File: src/stim_limit_params.svh
// Constants for the stimulus current ceiling guard.
// Assumes one 25 MHz register clock and an 8-bit register port.
`ifndef STIM_LIMIT_PARAMS_SVH
`define STIM_LIMIT_PARAMS_SVH

// ----------------------------------------
// Register offsets
// ----------------------------------------
`define OFS_DIV_LO      8'h20
`define OFS_DIV_HI      8'h21
`define OFS_DRIVE_CFG   8'h22
`define OFS_DRIVE_MODE  8'h23
`define OFS_STATUS      8'h24

// ----------------------------------------
// Reset values
// ----------------------------------------
`define RST_DIV         12'hFFF
`define RST_DRIVE_CFG   8'h00
`define RST_DRIVE_MODE  3'h0

// ----------------------------------------
// Field positions
// ----------------------------------------
`define DIV_HI_MSB      3
`define MODE_EXT_BIT    2

// ----------------------------------------
// Frequency tiers: stimulus_frequency = REF / (divider + 1)
// ----------------------------------------
`define STIM_REF_HZ     1048576
`define TIER1_HZ        512
`define TIER2_HZ        2048
`define TIER3_HZ        8192
`define TIER4_HZ        16384
`define DIVP1_TIER1     13'(`STIM_REF_HZ / `TIER1_HZ)
`define DIVP1_TIER2     13'(`STIM_REF_HZ / `TIER2_HZ)
`define DIVP1_TIER3     13'(`STIM_REF_HZ / `TIER3_HZ)
`define DIVP1_TIER4     13'(`STIM_REF_HZ / `TIER4_HZ)

// ----------------------------------------
// Current ceilings in uA and the largest setting in each tier
// ----------------------------------------
`define LIM0_UA         11'd64
`define LIM1_UA         11'd128
`define LIM2_UA         11'd256
`define LIM3_UA         11'd640
`define LIM4_UA         11'd1280
`define MAX0_SET        4'h5
`define MAX1_SET        4'h7
`define MAX2_SET        4'h9
`define MAX3_SET        4'hD
`define MAX4_SET        4'hF

// Quarter full scale per range, in uA
`define RANGE0_QFS      11'd8
`define RANGE1_QFS      11'd32
`define RANGE2_QFS      11'd128
`define RANGE3_QFS      11'd320

`endif

File: src/stim_limit_pkg.sv
// Types for the stimulus current ceiling guard.
// Assumes the params header supplies every number.
package stim_limit_pkg;

   // ----------------------------------------
   // Drive configuration byte
   // ----------------------------------------
   typedef struct packed {
      logic [1:0] upper;
      logic [1:0] drive_magnitude_field;
      logic [1:0] drive_current_range_field;
      logic [1:0] lower;
   } drive_cfg_type;

   // ----------------------------------------
   // Transmit drive mode
   // ----------------------------------------
   typedef enum logic [1:0] {
      DRIVE_CURRENT,
      DRIVE_VOLTAGE,
      DRIVE_HBRIDGE,
      DRIVE_SPARE
   } drive_mode_type;

endpackage
File: src/stim_ceiling.sv
// Combinational ceiling lookup for one divider and one drive setting.
// Assumes inputs are stable register values of the same clock.
`timescale 1ns/1ps
`include "stim_limit_params.svh"

module stim_ceiling (
   // Stimulus divider
   input  wire logic [11:0] divider,
   // Setting as {range, magnitude}
   input  wire logic [3:0]  setting,
   // Results
   output logic             over_limit,
   output logic [3:0]       max_setting,
   output logic [10:0]      setting_ua
);

   // ----------------------------------------
   // Decoders
   // ----------------------------------------
   // Current of a setting: quarter full scale times (magnitude + 1)
   function automatic logic [10:0] current_ua(input logic [3:0] s);
      logic [10:0] qfs;
      qfs = `RANGE0_QFS;
      case (s[3:2])
         2'h1: qfs = `RANGE1_QFS;
         2'h2: qfs = `RANGE2_QFS;
         2'h3: qfs = `RANGE3_QFS;
         default: qfs = `RANGE0_QFS;
      endcase
      current_ua = 11'(qfs * ({9'h000, s[1:0]} + 11'h001));
   endfunction

   wire logic [12:0] divp1 = {1'b0, divider} + 13'h0001;
   logic [10:0] limit_ua;

   // Higher frequency means smaller divider, so test from the top tier down
   always_comb begin
      if (divp1 <= `DIVP1_TIER4) begin
         limit_ua = `LIM4_UA;
         max_setting = `MAX4_SET;
      end else if (divp1 <= `DIVP1_TIER3) begin
         limit_ua = `LIM3_UA;
         max_setting = `MAX3_SET;
      end else if (divp1 <= `DIVP1_TIER2) begin
         limit_ua = `LIM2_UA;
         max_setting = `MAX2_SET;
      end else if (divp1 <= `DIVP1_TIER1) begin
         limit_ua = `LIM1_UA;
         max_setting = `MAX1_SET;
      end else begin
         limit_ua = `LIM0_UA;
         max_setting = `MAX0_SET;
      end
   end

   assign setting_ua = current_ua(setting);
   assign over_limit = setting_ua > limit_ua;

endmodule // stim_ceiling

File: src/stim_current_guard.sv
// Register file of the stimulus transmitter with the current ceiling guard.
// Assumes a same-clock host port; read data stand one cycle after the strobe.
`timescale 1ns/1ps
`include "stim_limit_params.svh"

module stim_current_guard (
   // Clock and reset
   input  wire logic       core_clk,
   input  wire logic       rst,
   // Register port
   input  wire logic [7:0] addr,
   input  wire logic [7:0] wdata,
   input  wire logic       wr_stb,
   input  wire logic       rd_stb,
   output logic      [7:0] rdata,
   // Drive settings to the transmitter
   output logic      [1:0] drive_magnitude_field,
   output logic      [1:0] drive_current_range_field,
   output logic     [11:0] stim_divider,
   output logic      [1:0] drive_mode,
   output logic            ext_ref_en,
   output logic            clamp_pulse
);

   // ----------------------------------------
   // State
   // ----------------------------------------
   logic [11:0]                   div_r, div_nxt;
   stim_limit_pkg::drive_cfg_type cfg_r, cfg_nxt;
   stim_limit_pkg::drive_mode_type mode_r;
   logic                          ext_r;
   logic [7:0]                    rdata_r, rdata_nxt;
   logic                          clamp_r;

   // ----------------------------------------
   // Address decode
   // ----------------------------------------
   wire logic wr_lo   = wr_stb && (addr == `OFS_DIV_LO);
   wire logic wr_hi   = wr_stb && (addr == `OFS_DIV_HI);
   wire logic wr_cfg  = wr_stb && (addr == `OFS_DRIVE_CFG);
   wire logic wr_mode = wr_stb && (addr == `OFS_DRIVE_MODE);

   // Candidate values as they would stand after this write
   wire logic [11:0] div_cand = wr_lo ? {div_r[11:8], wdata}
                              : wr_hi ? {wdata[`DIV_HI_MSB:0], div_r[7:0]} : div_r;
   wire stim_limit_pkg::drive_cfg_type cfg_cand = wr_cfg ? stim_limit_pkg::drive_cfg_type'(wdata) : cfg_r;

   // Guard is armed only in current drive without the external reference
   wire logic guard_on = (mode_r == stim_limit_pkg::DRIVE_CURRENT) && !ext_r;
   wire logic guard_wr = wr_lo || wr_hi || wr_cfg;

   // ----------------------------------------
   // Ceiling on the candidate, and on the stored state for status
   // ----------------------------------------
   logic        cand_over;
   logic [3:0]  cand_max;
   logic        stored_over;
   logic [10:0] stored_ua;

   stim_ceiling u_cand (
      .divider     (div_cand),
      .setting     ({cfg_cand.drive_current_range_field, cfg_cand.drive_magnitude_field}),
      .over_limit  (cand_over),
      .max_setting (cand_max),
      .setting_ua  ()
   );

   stim_ceiling u_stored (
      .divider     (div_r),
      .setting     ({cfg_r.drive_current_range_field, cfg_r.drive_magnitude_field}),
      .over_limit  (stored_over),
      .max_setting (),
      .setting_ua  (stored_ua)
   );

   // Clamp within the same write so a readback already sees the limit
   wire logic do_clamp = guard_wr && guard_on && cand_over;

   always_comb begin
      div_nxt = div_cand;
      cfg_nxt = cfg_cand;
      if (do_clamp) begin
         cfg_nxt.drive_current_range_field = cand_max[3:2];
         cfg_nxt.drive_magnitude_field     = cand_max[1:0];
      end
   end

   // ----------------------------------------
   // Read mux: zero outside the cycle after a read strobe
   // ----------------------------------------
   always_comb begin
      rdata_nxt = 8'h00;
      if (rd_stb) begin
         case (addr)
            `OFS_DIV_LO:     rdata_nxt = div_r[7:0];
            `OFS_DIV_HI:     rdata_nxt = {4'h0, div_r[11:8]};
            `OFS_DRIVE_CFG:  rdata_nxt = cfg_r;
            `OFS_DRIVE_MODE: rdata_nxt = {5'h00, ext_r, mode_r};
            `OFS_STATUS:     rdata_nxt = {7'h00, guard_on && stored_over};
            default:         rdata_nxt = 8'h00;
         endcase
      end
   end

   // ----------------------------------------
   // Registers
   // ----------------------------------------
   always_ff @(posedge core_clk or posedge rst) begin
      if (rst) begin
         div_r   <= `RST_DIV;
         cfg_r   <= `RST_DRIVE_CFG;
         mode_r  <= stim_limit_pkg::drive_mode_type'(2'(`RST_DRIVE_MODE));
         ext_r   <= 1'(`RST_DRIVE_MODE >> `MODE_EXT_BIT);
         rdata_r <= 8'h00;
         clamp_r <= 1'b0;
      end else begin
         div_r   <= div_nxt;
         cfg_r   <= cfg_nxt;
         rdata_r <= rdata_nxt;
         clamp_r <= do_clamp;
         if (wr_mode) begin
            mode_r <= stim_limit_pkg::drive_mode_type'(wdata[1:0]);
            ext_r  <= wdata[`MODE_EXT_BIT];
         end
      end
   end

   // Outputs straight from flops
   assign rdata                     = rdata_r;
   assign drive_magnitude_field     = cfg_r.drive_magnitude_field;
   assign drive_current_range_field = cfg_r.drive_current_range_field;
   assign stim_divider              = div_r;
   assign drive_mode                = mode_r;
   assign ext_ref_en                = ext_r;
   assign clamp_pulse               = clamp_r;

   // ----------------------------------------
   // Checks
   // ----------------------------------------
   property p_low_tier;
      @(posedge core_clk) disable iff (rst)
      (guard_wr && guard_on && ({1'b0, div_cand} + 13'h0001 > `DIVP1_TIER1)) |=> (stored_ua <= `LIM0_UA);
   endproperty
   a_low_tier: assert property (p_low_tier) else $error("Current above low-tier cap");

   property p_any_tier;
      @(posedge core_clk) disable iff (rst)
      (guard_wr && guard_on) |=> !stored_over;
   endproperty
   a_any_tier: assert property (p_any_tier) else $error("Setting left above ceiling");

   property p_override;
      @(posedge core_clk) disable iff (rst)
      do_clamp |=> ({drive_current_range_field, drive_magnitude_field} == $past(cand_max));
   endproperty
   a_override: assert property (p_override) else $error("Override not at maximum");

   property p_freq_trigger;
      @(posedge core_clk) disable iff (rst)
      ((wr_lo || wr_hi) && guard_on && cand_over) |=> clamp_pulse;
   endproperty
   a_freq_trigger: assert property (p_freq_trigger) else $error("Divider write missed clamp");

   property p_ext_ref;
      @(posedge core_clk) disable iff (rst)
      (wr_cfg && ext_r) |=> (cfg_r == $past(wdata)) && !clamp_pulse;
   endproperty
   a_ext_ref: assert property (p_ext_ref) else $error("Clamp under external reference");

   property p_no_limit_mode;
      @(posedge core_clk) disable iff (rst)
      (wr_cfg && (mode_r != stim_limit_pkg::DRIVE_CURRENT)) |=> (cfg_r == $past(wdata));
   endproperty
   a_no_limit_mode: assert property (p_no_limit_mode) else $error("Limit in voltage drive");

   property p_readback;
      @(posedge core_clk) disable iff (rst)
      (wr_cfg && guard_on && cand_over) ##1 (rd_stb && addr == `OFS_DRIVE_CFG) |=>
         (rdata[5:2] != $past(wdata[5:2], 2)) && ({rdata[3:2], rdata[5:4]} == $past(cand_max, 2));
   endproperty
   a_readback: assert property (p_readback) else $error("Readback not clamped");

   property p_rdata_idle;
      @(posedge core_clk) disable iff (rst)
      !rd_stb |=> (rdata == 8'h00);
   endproperty
   a_rdata_idle: assert property (p_rdata_idle) else $error("Read data outside read slot");

   // Tier-by-tier ceilings after a guarded write; each tier checked on its own
   wire logic [12:0] cand_divp1 = {1'b0, div_cand} + 13'h0001;

   property p_tier1_cap;
      @(posedge core_clk) disable iff (rst)
      (guard_wr && guard_on && (cand_divp1 > `DIVP1_TIER2) && (cand_divp1 <= `DIVP1_TIER1))
         |=> (stored_ua <= `LIM1_UA);
   endproperty
   a_tier1_cap: assert property (p_tier1_cap) else $error("Current above second-tier cap");

   property p_tier2_cap;
      @(posedge core_clk) disable iff (rst)
      (guard_wr && guard_on && (cand_divp1 > `DIVP1_TIER3) && (cand_divp1 <= `DIVP1_TIER2))
         |=> (stored_ua <= `LIM2_UA);
   endproperty
   a_tier2_cap: assert property (p_tier2_cap) else $error("Current above third-tier cap");

   property p_tier3_cap;
      @(posedge core_clk) disable iff (rst)
      (guard_wr && guard_on && (cand_divp1 > `DIVP1_TIER4) && (cand_divp1 <= `DIVP1_TIER3))
         |=> (stored_ua <= `LIM3_UA);
   endproperty
   a_tier3_cap: assert property (p_tier3_cap) else $error("Current above fourth-tier cap");

   property p_tier4_cap;
      @(posedge core_clk) disable iff (rst)
      (guard_wr && guard_on && (cand_divp1 <= `DIVP1_TIER4)) |=> (stored_ua <= `LIM4_UA);
   endproperty
   a_tier4_cap: assert property (p_tier4_cap) else $error("Current above top-tier cap");

   // A setting that fits must be stored exactly as written
   property p_fit_kept;
      @(posedge core_clk) disable iff (rst)
      (guard_wr && !cand_over) |=> (cfg_r == $past(cfg_cand));
   endproperty
   a_fit_kept: assert property (p_fit_kept) else $error("Setting changed though within ceiling");

   // No clamp unless the guard is armed and a guarded field was written
   property p_clamp_armed;
      @(posedge core_clk) disable iff (rst)
      !(guard_wr && guard_on) |=> !clamp_pulse;
   endproperty
   a_clamp_armed: assert property (p_clamp_armed) else $error("Clamp without armed guard");

   // Readback of the drive byte shows the stored value
   property p_rdata_cfg;
      @(posedge core_clk) disable iff (rst)
      (rd_stb && (addr == `OFS_DRIVE_CFG)) |=> (rdata == $past(cfg_r));
   endproperty
   a_rdata_cfg: assert property (p_rdata_cfg) else $error("Drive byte readback differs");

endmodule // stim_current_guard

File: config.mk
export PLATFORM = sky130hd
export DESIGN_NAME = stim_current_guard
export DESIGN_NICKNAME = d
export VERILOG_FILES = /design/src/stim_limit_pkg.sv /design/src/stim_ceiling.sv /design/src/stim_current_guard.sv
export VERILOG_INCLUDE_DIRS = /design/src
export SDC_FILE = /design/constraint.sdc
export NUM_CORES = 1
export LEC_CHECK = 0
export BUFFER_PORTS_ARGS = -buffer_cell sky130_fd_sc_hd__buf_2
export CAP_MARGIN = 40
export CORE_AREA = 2 2 121 64
export CTS_CLUSTER_DIAMETER = 80
export DETAILED_ROUTE_END_ITERATION = 16
export DIE_AREA = 0 0 123 66
export PLACE_DENSITY = 0.78
export SYNTH_ARGS = -nofsm -noshare
export SYNTH_HDL_FRONTEND = slang
export SYNTH_SLANG_ARGS = --single-unit
File: constraint.sdc
create_clock -name core_clk -period 6 [get_ports core_clk]
set_input_delay 1.2 -clock core_clk [delete_from_list [all_inputs] [get_ports core_clk]]
set_output_delay 1.2 -clock core_clk [all_outputs]
set_load 0.01 [all_outputs]
==> reports/results.txt <==
vias in the first global route = 3242
Area growth syn-to-layout = 13.52%
Fin Setup TNS = 0 ns
routed vias = 3246
Mapped Avg Cell Area = 8.376 um2
Pleak = 2.034 nW
maximum clock rate = 180.6 MHz
Tot Pwr = 0.6647 mW
Tcrit/Tclk final = 92.29%
minimum clock period = 5.537 ns
Synth Flop Type = dfrtp_1
endpoint class of the critical path = flip-flop
Hold Buf Count CTS = 0
CTS buffer count = 5
DR DRC count = 0
drt wl/cell = 18.49 um
Initial Utilization = 48.59%
Worst-Margin Slew = 0.6723 ns
grt ovf = 0
die height = 66 um
pwr/cell area = 169.7 nW/um2
crit path from = addr[1]
Max Root-Sink Buffers = 2
Max Transition Viols Final = 0
Critical R2R Launch = stim_divider[1]
Final GP Congestion = 0.9595
syn nets = 467
Worst-Skew Late Latency = 0.29 ns
Hold Violations, Final = 0
Worst Path Arrival = 5.71 ns
Final Net Count = 506
Hold Startpoint = cfg_r[0]
Yosys top cell by area = dfrtp_1
share of the synthesized area in the top cell type = 14.50%
Synth Register Bits = 32
register area share after synthesis = 23.64%
Yosys cell types = 65
Rel. slew slack = 54.83%
Worst-path clk slew = 0.05 ns
Critical Path RT = 6.17 ns
initial antenna violation count = 0
Post-synth EDFFs = 0
IO buf count = 47
share of cells above drive strength 1 = 23.45%
crit path kind = in2reg
drt pass-1 iters = 5
Final Routed Wirelength = 10.14 mm
ant diodes = 0
# IOs = 48
remaining antenna violation count = 0
Yosys Warn Count = 0
most common cell in the synthesized netlist = nand2_1
Iteration-0 DRC Markers = 386
Die Wd = 123 um
CTS tree = built
clock root buffer = clkbuf_16
clk sink count = 32
largest net degree at the start of global routing = 33
setup violators final = 0
top post-synthesis cells by area = dfrtp_1, ha_1, dfstp_2
# H-tree levels = 2
number of fill cells in the layout = 667
Hold WC Path Type = reg2reg
GRT Total Usage = 27.41%
Netlist Area Pre-Place = 3451 um2
Syn Inst Count = 412
DP Wirelength = 8.028 mm
startpoint types = input port
# rows = 22
first-pass GRT wire length = 16.75 mm
CORE AREA = 7102 um2
max-cap viol count = 0
most frequent cells after synthesis = nand2_1, inv_1, ha_1
maximum VDD drop = 0.1004 mV
Clock Skew = 0.005801 ns
outcome = completed
Die ar. = 8118 um2
Vias/cell = 5.923
unrepaired setup endpoints after global routing = no
Crit Path Max Fanout = 13
Async SR Flop Fraction = 100.0%
path summary, 6_finish.rpt:
path	end	cells after the start	slack (ns)
hold / removal	cfg_r[0]	1	0.53
hold reg to reg	cfg_r[0]	1	0.53
setup reg to reg	drive_magnitude_field[1]	19	1.58
max in group asynchronous	stim_divider[5]	3	4.64
min in group asynchronous	rdata[7]	3	0.99
setup / recovery	drive_magnitude_field[1]	21	0.46
power breakdown:
part           leakage [nW]  total (mW)  internal, mW  switching, mW
registers             0.401       0.248         0.227         0.0203
clock network        0.0772       0.278         0.177          0.101
logic                  1.56       0.139        0.0579         0.0813
total                  2.03       0.665         0.462          0.203
what timing repair did:
item / in CTS / in global routing
buffers inserted: 0 / 0
endpoints found under the setup margin: 0 / 2
gates resized for setup: 0 / 4
critical path: stages:
cell,delay (ns)
buf_2,0.26
nor2b_1,0.24
nand4_1,0.21
mux2_2,0.35
ha_1,0.34
and2_1,0.19
fa_1,0.57
inv_1,0.07
fa_1,0.46
inv_1,0.07
a21o_1,0.10
a21oi_1,0.07
xor2_1,0.15
xnor2_1,0.14
ha_1,0.30
nand3_1,0.10
o21ai_0,0.22
nand4_1,0.19
inv_1,0.18
o31ai_1,0.10
o22a_1,0.20
state kept, by name, summed over array words and instances, names as in the netlist:
name,cells
stim_divider,12
rdata,8
cfg_r,4
drive_current_range_field,2
drive_magnitude_field,2
drive_mode,2
clamp_pulse,1
ext_ref_en,1
area by class of cell:
class | instances | area [um2] | share of cell area (%)
clock buffers | 8 | 156.4 | 3.992
inverters | 33 | 123.9 | 3.162
multi-input cells | 324 | 2406 | 61.42
flip-flops and latches | 32 | 815.8 | 20.82
well taps | 96 | 120.1 | 3.066
repair buffers | 55 | 295.3 | 7.538
cell families (layout without fill, tap and decap cells):
kind of cell             after synthesis  in the layout  synth area share [%]
AO/OA/AOI/OAI                         67             67                 13.02
buffers and inverters                 56             96                 7.071
flip-flops                            32             32                 23.64
multiplexers                          31             31                 10.73
adder cells (fa/ha/maj)               35             35                 14.00
XOR/XNOR                              17             17                 4.315
AND/OR/NAND/NOR                      174            174                 27.23
layer usage:
metal	vias to the layer above	GRT usage, %	part of all wire, %
met4	0	8.239	1.1
met3	14	10.00	9.9
met1	1557	38.35	48
met2	136	39.16	41
li1	1539	-	-
met5	-	0	0
layout by cell type, fill, tap and decap left out, types with 4 or more instances in the layout:
| master | n |
|---|---|
| inv_1 | 32 |
| fa_1 | 6 |
| nand2_1 | 40 |
| and3_1 | 7 |
| mux2i_1 | 15 |
| o21ai_0 | 13 |
| nand4_1 | 12 |
| xnor2_1 | 11 |
| buf_2 | 47 |
| nor2_1 | 28 |
| buf_4 | 8 |
| nand3_1 | 15 |
| dfstp_2 | 12 |
| a21o_1 | 7 |
| ha_1 | 28 |
| a22oi_1 | 4 |
| dfrtp_1 | 20 |
| xor2_1 | 6 |
| clkbuf_16 | 5 |
| mux2_2 | 11 |
| and2_1 | 14 |
| nand2b_1 | 5 |
| nor3_1 | 16 |
| a21oi_1 | 19 |
| nor2b_1 | 8 |
stage by stage:
stage	cells	worst slack [ns]	cell area (um2)	hold WS (ns)	util (%)
floorplan	412	0.5010	3451	0.4746	-
global placement	540	0.4080	3746	0.4830	52.75
detailed placement	540	0.1909	3746	0.5116	52.75
CTS	548	0.4571	3902	0.5274	54.95
global route	548	0.05683	3918	0.5443	55.16
finish	548	0.4627	3918	0.5275	55.16
Power figures use the tool's default switching activity.
